<file path="src/logic/astr_regs.svh">
// Register map, field positions and timing counts of the serial transmitter
`ifndef ASTR_REGS_SVH
`define ASTR_REGS_SVH
`define ASTR_CLK_MHZ 250
`define ASTR_MCLK_DIV 250
`define ASTR_HS_BIT 10
`define ASTR_LS_BIT 80
`define ASTR_HS_HALF 5
`define ASTR_LS_HALF 40
`define ASTR_HS_GAP 40
`define ASTR_LS_GAP 320
`define ASTR_HS_RXTO 20
`define ASTR_LS_RXTO 160
`define ASTR_T_TXR_LOW_NS 840
`define ASTR_T_TXR_HIGH_NS 50
`define ASTR_TXR_LOW_CYC ((`ASTR_T_TXR_LOW_NS * `ASTR_CLK_MHZ) / 1000)
`define ASTR_TXR_HIGH_CYC ((`ASTR_T_TXR_HIGH_NS * `ASTR_CLK_MHZ) / 1000)
`define ASTR_OFF_CTRL 6'h00
`define ASTR_OFF_TXLO 6'h04
`define ASTR_OFF_TXHI 6'h08
`define ASTR_OFF_CMD 6'h0c
`define ASTR_OFF_STAT 6'h10
`define ASTR_OFF_RX1LO 6'h14
`define ASTR_OFF_RX1HI 6'h18
`define ASTR_OFF_RX2LO 6'h1c
`define ASTR_OFF_RX2HI 6'h20
`define ASTR_CTRL_RST 16'h0020
`define ASTR_CTRL_LOOP 5
`define ASTR_CTRL_RX1_DEC 6
`define ASTR_CTRL_RX2_DEC 9
`define ASTR_CTRL_PINV 12
`define ASTR_CTRL_TXRATE 13
`define ASTR_CTRL_RXRATE 14
`define ASTR_CMD_GO 0
`define ASTR_CMD_RPT 1
`define ASTR_STAT_TXR 0
`define ASTR_STAT_RX1N 1
`define ASTR_STAT_RX2N 2
`define ASTR_STAT_CNT 4
`endif

</file>
<file path="src/logic/astr_pkg.sv">
// Types of the serial transmitter
package astr_pkg;
	typedef enum logic [4:0] {
		TX_IDLE = 5'h01,
		TX_LOAD = 5'h02,
		TX_DRIVE = 5'h04,
		TX_NULL = 5'h08,
		TX_GAP = 5'h10
	} astr_tx_state_e;
endpackage

</file>
<file path="src/logic/astr_core.sv">
// Serial word transmitter with FIFO, loopback receivers and repeater path
// Behaviour
// - Bit is two equal halves; word gap follows
// - Ready flag rises when all loaded words sent
// - Bit 32 gives odd parity, even when inverted
// - Self-test routes transmit stream into both receivers
// - Receiver 2 gets the complemented stream
// - Line outputs keep driving during self-test
// - Unread received word is replaced by newer
// - FIFO holds eight words, ignores loads when full
// - Receiver ready flag holds until both bytes read
// - Repeater reads also load the transmit FIFO
// - Master reset stops links, empties FIFO, flags
// - Master reset keeps the control word
// - Receiver ready flag in time after bit 32
// - First bit on line quickly after go
// - Ready flag falls soon after high-byte load
// - Ready flag rises soon after last bit
// - Rate bit selects divide by ten or eighty
// - Two byte loads form one FIFO word
// - Go moves oldest word into shift register
// - Receiver ready only on label match or disabled
//
// The address map and the Avalon-MM register port were chosen for this implementation.
`timescale 1ns/100ps
`include "astr_regs.svh"
module astr_core #(
	parameter int MCLK_DIV = `ASTR_MCLK_DIV,
	parameter int FIFO_DEPTH = 8
) (
	// Clock and resets
	input wire logic clk,
	input wire logic reset,
	input wire logic chip_reset_n,
	// Avalon-MM slave
	input wire logic [5:0] avs_address,
	input wire logic avs_read,
	input wire logic avs_write,
	input wire logic [31:0] avs_writedata,
	output logic [31:0] avs_readdata,
	output logic avs_waitrequest,
	// Line interface, digital levels
	output logic line_out_pos,
	output logic line_out_neg,
	input wire logic rx1_in_pos,
	input wire logic rx1_in_neg,
	input wire logic rx2_in_pos,
	input wire logic rx2_in_neg,
	// Flags
	output logic tx_ready,
	output logic rx1_word_ready_n,
	output logic rx2_word_ready_n
);
	localparam int PW = $clog2(FIFO_DEPTH);
	localparam int CW = $clog2(FIFO_DEPTH + 1);
	localparam int TXR_LOW_CYC = `ASTR_TXR_LOW_CYC;
	localparam int TXR_HIGH_CYC = `ASTR_TXR_HIGH_CYC;

	function automatic logic [31:0] pack_word(input logic [15:0] lo, input logic [15:0] hi);
		logic [31:0] w;
		w = 32'h0;
		for (int k = 0; k < 8; k++) begin
			w[k] = lo[7 - k];
		end
		w[12:8] = lo[15:11];
		w[29] = lo[9];
		w[30] = lo[10];
		w[28:13] = hi;
		return w;
	endfunction

	function automatic logic [15:0] low_of(input logic [31:0] w);
		logic [15:0] lo;
		lo = 16'h0;
		for (int k = 0; k < 8; k++) begin
			lo[7 - k] = w[k];
		end
		lo[15:11] = w[12:8];
		lo[10] = w[30];
		lo[9] = w[29];
		lo[8] = w[31];
		return lo;
	endfunction

	// Master reset spares the control word, the plain reset clears all
	logic mr;
	assign mr = reset | ~chip_reset_n;

	// Bus slave state
	logic ack_reg, ack_next;
	logic [31:0] rdata_reg, rdata_next;
	logic [15:0] ctrl_reg, ctrl_next;
	logic go_reg, go_next, rpt_reg, rpt_next;
	logic req, acc, wr_acc, rd_acc;
	logic control_word_strobe, low_byte_load_strobe, high_byte_load_strobe;
	logic [15:0] load_data;
	logic [1:0] rd_lo, rd_hi;
	logic [31:0] rx_data [2];
	logic [1:0] rx_rdy_n;
	logic [CW-1:0] count_reg;
	logic ready_reg;

	// One wait cycle per access keeps read data registered
	assign req = avs_read | avs_write;
	assign acc = req & ack_reg;
	assign wr_acc = acc & avs_write;
	assign rd_acc = acc & avs_read;
	assign avs_waitrequest = req & ~ack_reg;
	assign avs_readdata = rdata_reg;
	assign control_word_strobe = wr_acc & (avs_address == `ASTR_OFF_CTRL);
	assign rd_lo[0] = rd_acc & (avs_address == `ASTR_OFF_RX1LO);
	assign rd_hi[0] = rd_acc & (avs_address == `ASTR_OFF_RX1HI);
	assign rd_lo[1] = rd_acc & (avs_address == `ASTR_OFF_RX2LO);
	assign rd_hi[1] = rd_acc & (avs_address == `ASTR_OFF_RX2HI);
	assign low_byte_load_strobe = (wr_acc & (avs_address == `ASTR_OFF_TXLO))
		| (rpt_reg & |rd_lo);
	assign high_byte_load_strobe = (wr_acc & (avs_address == `ASTR_OFF_TXHI))
		| (rpt_reg & |rd_hi);

	always_comb begin
		load_data = avs_writedata[15:0];
		if (rpt_reg && rd_acc) begin
			if (|rd_lo) begin
				load_data = low_of(rd_lo[1] ? rx_data[1] : rx_data[0]);
			end else begin
				load_data = rd_hi[1] ? rx_data[1][28:13] : rx_data[0][28:13];
			end
		end
	end

	always_comb begin
		ack_next = req & ~ack_reg;
		ctrl_next = control_word_strobe ? avs_writedata[15:0] : ctrl_reg;
		go_next = go_reg;
		rpt_next = rpt_reg;
		if (wr_acc && avs_address == `ASTR_OFF_CMD) begin
			go_next = avs_writedata[`ASTR_CMD_GO];
			rpt_next = avs_writedata[`ASTR_CMD_RPT];
		end
		rdata_next = rdata_reg;
		if (req && !ack_reg) begin
			rdata_next = 32'h0;
			case (avs_address)
				`ASTR_OFF_CTRL: rdata_next[15:0] = ctrl_reg;
				`ASTR_OFF_CMD: rdata_next[1:0] = {rpt_reg, go_reg};
				`ASTR_OFF_STAT: begin
					rdata_next[`ASTR_STAT_TXR] = ready_reg;
					rdata_next[`ASTR_STAT_RX1N] = rx_rdy_n[0];
					rdata_next[`ASTR_STAT_RX2N] = rx_rdy_n[1];
					rdata_next[`ASTR_STAT_CNT +: CW] = count_reg;
				end
				`ASTR_OFF_RX1LO: rdata_next[15:0] = low_of(rx_data[0]);
				`ASTR_OFF_RX1HI: rdata_next[15:0] = rx_data[0][28:13];
				`ASTR_OFF_RX2LO: rdata_next[15:0] = low_of(rx_data[1]);
				`ASTR_OFF_RX2HI: rdata_next[15:0] = rx_data[1][28:13];
				default: rdata_next = 32'h0;
			endcase
		end
	end

	always_ff @(posedge clk) begin
		if (reset) begin
			ack_reg <= 1'b0;
			rdata_reg <= 32'h0;
			ctrl_reg <= `ASTR_CTRL_RST;
			go_reg <= 1'b0;
			rpt_reg <= 1'b0;
		end else begin
			ack_reg <= ack_next;
			rdata_reg <= rdata_next;
			ctrl_reg <= ctrl_next;
			go_reg <= go_next;
			rpt_reg <= rpt_next;
		end
	end

	// Transmitter state
	astr_pkg::astr_tx_state_e state_reg, state_next;
	logic [7:0] pre_reg, pre_next;
	logic [8:0] cnt_reg, cnt_next;
	logic [4:0] bit_reg, bit_next;
	logic [31:0] sh_reg, sh_next;
	logic [15:0] lo_hold_reg, lo_hold_next;
	logic [PW-1:0] wr_ptr_reg, wr_ptr_next, rd_ptr_reg, rd_ptr_next;
	logic [CW-1:0] count_next;
	logic pos_reg, pos_next, neg_reg, neg_next, ready_next;
	logic [30:0] fifo_mem [FIFO_DEPTH];
	logic mtick, push, pop, fifo_full, gap_load;
	logic [31:0] packed_word;
	logic [8:0] half_len, gap_len;
	logic [31:0] word;

	assign mtick = pre_reg == 8'(MCLK_DIV - 1);
	assign half_len = ctrl_reg[`ASTR_CTRL_TXRATE] ? 9'(`ASTR_LS_HALF) : 9'(`ASTR_HS_HALF);
	assign gap_len = ctrl_reg[`ASTR_CTRL_TXRATE] ? 9'(`ASTR_LS_GAP) : 9'(`ASTR_HS_GAP);
	assign fifo_full = count_reg == CW'(FIFO_DEPTH);
	assign push = high_byte_load_strobe & ~fifo_full;
	// Back-to-back words load straight from the gap so it stays exact
	assign gap_load = state_reg == astr_pkg::TX_GAP && mtick && cnt_reg == gap_len - 9'h1
		&& count_reg != '0 && go_reg;
	assign pop = (state_reg == astr_pkg::TX_LOAD) | gap_load;
	// Bit 32 comes from the parity generator, never from the FIFO
	assign word = {ctrl_reg[`ASTR_CTRL_PINV] ^ ~(^fifo_mem[rd_ptr_reg]),
		fifo_mem[rd_ptr_reg]};
	assign packed_word = pack_word(lo_hold_reg, load_data);

	always_comb begin
		pre_next = mtick ? 8'h0 : pre_reg + 8'h1;
		lo_hold_next = low_byte_load_strobe ? load_data : lo_hold_reg;
		wr_ptr_next = push ? PW'(wr_ptr_reg + 1'b1) : wr_ptr_reg;
		rd_ptr_next = pop ? PW'(rd_ptr_reg + 1'b1) : rd_ptr_reg;
		count_next = CW'(count_reg + CW'(push) - CW'(pop));
		state_next = state_reg;
		cnt_next = cnt_reg;
		bit_next = bit_reg;
		sh_next = sh_reg;
		pos_next = pos_reg;
		neg_next = neg_reg;
		case (state_reg)
			astr_pkg::TX_IDLE: begin
				if (go_reg && count_reg != '0) begin
					state_next = astr_pkg::TX_LOAD;
				end
			end
			astr_pkg::TX_LOAD: begin
				sh_next = word;
				bit_next = 5'h0;
				cnt_next = 9'h0;
				pos_next = word[0];
				neg_next = ~word[0];
				state_next = astr_pkg::TX_DRIVE;
			end
			astr_pkg::TX_DRIVE: begin
				if (mtick) begin
					cnt_next = cnt_reg + 9'h1;
					if (cnt_reg == half_len - 9'h1) begin
						cnt_next = 9'h0;
						pos_next = 1'b0;
						neg_next = 1'b0;
						state_next = astr_pkg::TX_NULL;
					end
				end
			end
			astr_pkg::TX_NULL: begin
				if (mtick) begin
					cnt_next = cnt_reg + 9'h1;
					if (cnt_reg == half_len - 9'h1) begin
						cnt_next = 9'h0;
						if (bit_reg == 5'h1f) begin
							state_next = astr_pkg::TX_GAP;
						end else begin
							bit_next = bit_reg + 5'h1;
							sh_next = {1'b0, sh_reg[31:1]};
							pos_next = sh_reg[1];
							neg_next = ~sh_reg[1];
							state_next = astr_pkg::TX_DRIVE;
						end
					end
				end
			end
			astr_pkg::TX_GAP: begin
				if (mtick) begin
					cnt_next = cnt_reg + 9'h1;
					if (cnt_reg == gap_len - 9'h1) begin
						cnt_next = 9'h0;
						state_next = astr_pkg::TX_IDLE;
						if (gap_load) begin
							sh_next = word;
							bit_next = 5'h0;
							pos_next = word[0];
							neg_next = ~word[0];
							state_next = astr_pkg::TX_DRIVE;
						end
					end
				end
			end
			default: state_next = astr_pkg::TX_IDLE;
		endcase
		// Dropping go mid-word loses that word
		if (!go_reg && state_reg != astr_pkg::TX_IDLE && state_reg != astr_pkg::TX_LOAD) begin
			state_next = astr_pkg::TX_IDLE;
			pos_next = 1'b0;
			neg_next = 1'b0;
		end
		ready_next = count_next == '0 && (state_next == astr_pkg::TX_IDLE
			|| state_next == astr_pkg::TX_GAP);
	end

	always_ff @(posedge clk) begin
		if (mr) begin
			state_reg <= astr_pkg::TX_IDLE;
			pre_reg <= 8'h0;
			cnt_reg <= 9'h0;
			bit_reg <= 5'h0;
			sh_reg <= 32'h0;
			lo_hold_reg <= 16'h0;
			wr_ptr_reg <= '0;
			rd_ptr_reg <= '0;
			count_reg <= '0;
			pos_reg <= 1'b0;
			neg_reg <= 1'b0;
			ready_reg <= 1'b1;
		end else begin
			state_reg <= state_next;
			pre_reg <= pre_next;
			cnt_reg <= cnt_next;
			bit_reg <= bit_next;
			sh_reg <= sh_next;
			lo_hold_reg <= lo_hold_next;
			wr_ptr_reg <= wr_ptr_next;
			rd_ptr_reg <= rd_ptr_next;
			count_reg <= count_next;
			pos_reg <= pos_next;
			neg_reg <= neg_next;
			ready_reg <= ready_next;
		end
	end

	always_ff @(posedge clk) begin
		if (push) begin
			fifo_mem[wr_ptr_reg] <= packed_word[30:0];
		end
	end

	assign line_out_pos = pos_reg;
	assign line_out_neg = neg_reg;
	assign tx_ready = ready_reg;

	// Receivers; self-test takes the transmit stream, not the pins
	logic self_test;
	logic [1:0] in_pos, in_neg;
	assign self_test = ~ctrl_reg[`ASTR_CTRL_LOOP];
	assign in_pos[0] = self_test ? pos_reg : rx1_in_pos;
	assign in_neg[0] = self_test ? neg_reg : rx1_in_neg;
	assign in_pos[1] = self_test ? neg_reg : rx2_in_pos;
	assign in_neg[1] = self_test ? pos_reg : rx2_in_neg;

	for (genvar i = 0; i < 2; i++) begin : g_rx
		logic act_reg, rdy_n_reg, rdy_n_next, got_lo_reg, got_lo_next, got_hi_reg, got_hi_next;
		logic [5:0] bits_reg, bits_next;
		logic [8:0] to_reg, to_next;
		logic [31:0] sh_r, sh_n, data_reg, data_next, full;
		logic act, start, word_complete_pulse, match;
		logic [8:0] to_len;
		assign act = in_pos[i] | in_neg[i];
		assign start = act & ~act_reg;
		assign full = {in_pos[i], sh_r[31:1]};
		assign to_len = ctrl_reg[`ASTR_CTRL_RXRATE] ? 9'(`ASTR_LS_RXTO) : 9'(`ASTR_HS_RXTO);
		assign word_complete_pulse = start & (bits_reg == 6'd31);
		assign match = ~ctrl_reg[`ASTR_CTRL_RX1_DEC + 3 * i]
			| (full[9:8] == ctrl_reg[`ASTR_CTRL_RX1_DEC + 3 * i + 1 +: 2]);
		always_comb begin
			sh_n = start ? full : sh_r;
			bits_next = start ? (word_complete_pulse ? 6'h0 : bits_reg + 6'h1) : bits_reg;
			to_next = act ? 9'h0 : ((mtick && to_reg != to_len) ? to_reg + 9'h1 : to_reg);
			if (!act && to_reg == to_len) begin
				bits_next = 6'h0;
			end
			data_next = data_reg;
			got_lo_next = got_lo_reg | rd_lo[i];
			got_hi_next = got_hi_reg | rd_hi[i];
			rdy_n_next = rdy_n_reg | (got_lo_next & got_hi_next);
			if (word_complete_pulse && match) begin
				data_next = {~(^full), full[30:0]};
				got_lo_next = 1'b0;
				got_hi_next = 1'b0;
				rdy_n_next = 1'b0;
			end
		end
		always_ff @(posedge clk) begin
			if (mr) begin
				act_reg <= 1'b0;
				sh_r <= 32'h0;
				bits_reg <= 6'h0;
				to_reg <= 9'h0;
				data_reg <= 32'h0;
				got_lo_reg <= 1'b0;
				got_hi_reg <= 1'b0;
				rdy_n_reg <= 1'b1;
			end else begin
				act_reg <= act;
				sh_r <= sh_n;
				bits_reg <= bits_next;
				to_reg <= to_next;
				data_reg <= data_next;
				got_lo_reg <= got_lo_next;
				got_hi_reg <= got_hi_next;
				rdy_n_reg <= rdy_n_next;
			end
		end
		assign rx_data[i] = data_reg;
		assign rx_rdy_n[i] = rdy_n_reg;
	end
	assign rx1_word_ready_n = rx_rdy_n[0];
	assign rx2_word_ready_n = rx_rdy_n[1];
endmodule

</file>
<file path="config.mk">
export PLATFORM = sky130hd
export DESIGN_NAME = astr_core
export DESIGN_NICKNAME = d
export VERILOG_FILES = /design/src/logic/astr_pkg.sv /design/src/logic/astr_core.sv
export VERILOG_INCLUDE_DIRS = /design/src /design/src/logic
export SDC_FILE = /design/constraint.sdc
export NUM_CORES = 1
export LEC_CHECK = 0
export BUFFER_PORTS_ARGS = -buffer_cell sky130_fd_sc_hd__buf_2
export CAP_MARGIN = 20
export CORE_UTILIZATION = 35
export DETAILED_ROUTE_END_ITERATION = 10
export MAX_ROUTING_LAYER = met4
export REMOVE_ABC_BUFFERS = 1
export SLEW_MARGIN = 40
export SYNTH_ARGS = -nofsm -noshare
export SYNTH_HDL_FRONTEND = slang
export SYNTH_SLANG_ARGS = --single-unit
</file>
<file path="constraint.sdc">
create_clock -name clk -period 6.28 [get_ports clk]
set_clock_uncertainty 0.2 [all_clocks]
set_input_delay 0.942 -clock clk [delete_from_list [all_inputs] [get_ports clk]]
set_output_delay 0.942 -clock clk [all_outputs]
set_load 0.005 [all_outputs]
</file>
==> flow_summary.ini <==
[run_status]
status = finished, final reports clean

[grt]
grt_pass1_wl_mm = 88.3
track_usage_pct = 17.7
grt_antenna_before_repair = 0
grt_max_degree = 127
grt_pass1_vias = 14900
overflow = 0

[clocking]
cts_tree = yes
cts_setup_buffers = 0
post_cts_resized = 0
cts_max_level = 2
numCtsBuffers = 57
root_buffer = clkbuf_16
cts.sinks = 536
clk_path_buf_depth = 3
clk_pin_slew_ps = 60
cts_hold_buf = 0
clk_latency_ps = 630

[route]
drtIter0Drc = 1140
avgViaCountPerCell = 5.19
drc = 0
wirelength_mm = 56.9
num_vias = 15500
firstDrtPassIters = 5
drtAntennaViolNets = 0
wl_per_cell_um = 19.1

[final_layout]
largest_register_ffs = 248
design_area_um2 = 25800
syn2layout_area_growth_pct = 13.9
drive_gt1_share_pct = 11.6
seqCellArea_um2 = 13200
diodes = 0
fin_nets = 2154
multi_input_area_um2 = 8870
fillers = 6101

[sta]
worstMarginPinSlew_ps = 812
hold_viol_final = 0
timing.max_slew.rel_slack_pct = 45.3
grt_setup_unrepaired = no
period_needed_ps = 4330
setup_tns_ps = 0
finalSetupViolations = 0
max_clock_freq_ghz = 0.231
slew_violations = 0
period_share_pct = 68.9

[worst_hold_path]
min-delay-start = ctrl_reg[4]$_SDFFE_PP0P_
holdPathEnd = ctrl_reg[4]$_SDFFE_PP0P_
worstHoldPathType = flip-flop to flip-flop
hold_path_depth = 2

[power_and_ir_drop]
switching_share_pct = 21.4
p_sw_mw = 1.56
internal_power_mw = 5.71
pwr-share-comb_pct = 2.5
peakVddDrop_uv = 224
clkPwrFrac_pct = 47.1
seqPwrFrac_pct = 50.4
power.density_nw_per_um2 = 281
p_leak_nw = 8.84

[setup_path]
crit_chain = buf_2 -> nor2_1 -> nand2_1 -> nor3b_2 -> buf_4 -> nor2_1 -> o32a_1 -> a21oi_1 -> inv_1 -> ha_1 -> inv_1 -> ha_1 -> inv_1 -> fa_1 -> xor2_1 -> and4b_1 -> a41o_1
reg2reg_from = ctrl_reg[13]$_SDFFE_PP0P_
r2r_slack_ps = 2120
critical_path.max_stage_delay_ps = 440
cp.required_ps = 6590
reg2reg_depth = 15
critPathKind = input pin to flip-flop
end_kind = flip-flop
r2r-end = tx_ready$_SDFF_PP1_
setup.worst_path.start_class = input pin
crit_top_cell = inv_1
slowest_stage = a21oi_1
cp_max_fo = 17
crit_arrival_ps = 4640

[die]
fp-row-count = 92
die_w_um = 256
die_y_um = 256
start_util_pct = 35.7
core_area_um2 = 63500
pin_count = 85
die-area_um2 = 65800

[place]
dp_hpwl_mm = 36.3
place_area_um2 = 23800
port_buffers = 52
gp_congestion = 0.842

[run]
cap_viol_max_count = 0

[synthesis]
synth_area_per_cell_um2 = 11.0
netlist-cell-type-count = 59
async_reset_ff_share_pct = 0
yosys_warnings = 0
synth_top_area_share_pct = 32.9
yosysSeqAreaShare_pct = 58.3
synth_most_common_cell = dfxtp_1
synth-edff-count = 248
ys_ff_latch = 536
yosys.area.top_type = edfxtp_1
ys_top_cells_by_count = dfxtp_1, nor2_1, edfxtp_1
netlist_instances = 2060
synthFlopType = dfxtp_1
synthTopCellsByArea = edfxtp_1, dfxtp_1, mux2i_1
netlist_area_um2 = 22700
[layer usage]
metal	global-route usage [%]	part of all wire, %
met3	2.40	5.0
met1	22.5	44
met4	4.28	1.9
met2	29.9	49
met5	-	0
[worst max-delay path: cells and delay by family]
family / cells / cell delay, ps
adder cells (fa/ha/maj): 3 / 860
XOR/XNOR: 1 / 160
buffers and inverters: 5 / 610
AND/OR/NAND/NOR: 5 / 1220
AO/OA/AOI/OAI: 3 / 850
[worst max path at each step]
stage | startpoint | depth (start not counted) | slack (ps) | to
floorplan | avs_address[1] | 8 | 340 | fifo_mem[2][0]$_DFFE_PP_
global placement | avs_address[1] | 17 | 1410 | tx_ready$_SDFF_PP1_
detailed placement | avs_address[1] | 17 | 1390 | tx_ready$_SDFF_PP1_
CTS | avs_address[1] | 17 | 2040 | tx_ready$_SDFF_PP1_
global route | avs_address[1] | 17 | 1660 | tx_ready$_SDFF_PP1_
finish | avs_address[1] | 17 | 1950 | tx_ready$_SDFF_PP1_
[logic make-up (layout without fill, tap and decap cells)]
kind of cell | after synthesis | after routing | synth area share, %
compound gates | 391 | 391 | 10.4
xor+xnor | 130 | 130 | 5.02
fa+ha+maj | 20 | 20 | 1.14
buf+inv | 169 | 228 | 3.22
flops | 536 | 536 | 58.3
mux | 186 | 186 | 9.95
other cells | 1 | 16 | 0.0165
simple gates | 627 | 627 | 12.0
[power by group through the flow]
stage / clock [mW] / combinational [mW] / sequential (mW)
6_report: 3.42 / 0.180 / 3.66
5_1_grt: 3.63 / 0.196 / 3.66
4_1_cts: 3.49 / 0.179 / 3.66
3_5_place_dp: 0 / 0.179 / 3.73
3_3_place_gp: 0 / 0.174 / 3.73
2_1_floorplan: 0 / 0.0859 / 3.73
[per-stage QoR]
step	power (mW)	std cells	hold slack [ps]	util (%)	setup slack, ps
floorplan	3.82	1940	224	-	340
global placement	3.91	2872	239	37.5	1410
detailed placement	3.91	2873	252	37.5	1390
CTS	7.33	2979	260	40.6	2040
global route	7.48	2980	276	40.6	1660
finish	7.26	2980	263	40.6	1950
[cell usage in the layout (no fill, tap or decap), types with 5 or more instances in the layout]
cell type,Yosys,layout
nand3_1,22,21
nand4_1,14,14
xnor2_1,92,92
clkbuf_16,0,57
nor3_1,15,11
nor3b_2,1,5
mux4_2,31,31
buf_2,13,52
a211oi_1,72,72
nor2b_1,22,22
edfxtp_1,248,248
xor2_1,38,38
a221oi_1,7,7
dfxtp_1,288,286
conb_1,1,16
and3_1,8,7
ha_1,19,19
clkinv_2,0,7
nand2b_1,14,13
clkbuf_8,0,10
or3_1,16,16
clkbuf_1,94,14
buf_4,17,32
o21ai_0,28,27
a22oi_1,18,18
bufinv_16,0,5
inv_1,33,33
a21oi_1,200,200
nor2_1,269,264
a21o_1,7,6
o22ai_1,35,35
or2_2,6,6
a311oi_1,10,10
mux2i_1,151,151
nand2_1,212,209
[layout make-up]
| type | count | area share (%) |
|---|---|---|
| clock buffer | 82 | 6.28 |
| timing repair buffer | 88 | 2.25 |
| tap | 846 | 4.10 |
| sequential | 536 | 51.2 |
| clock inverter | 24 | 1.26 |
| multi-input combinational | 1370 | 34.4 |
| inverter | 34 | 0.495 |
(Power assumes the default switching activity.)
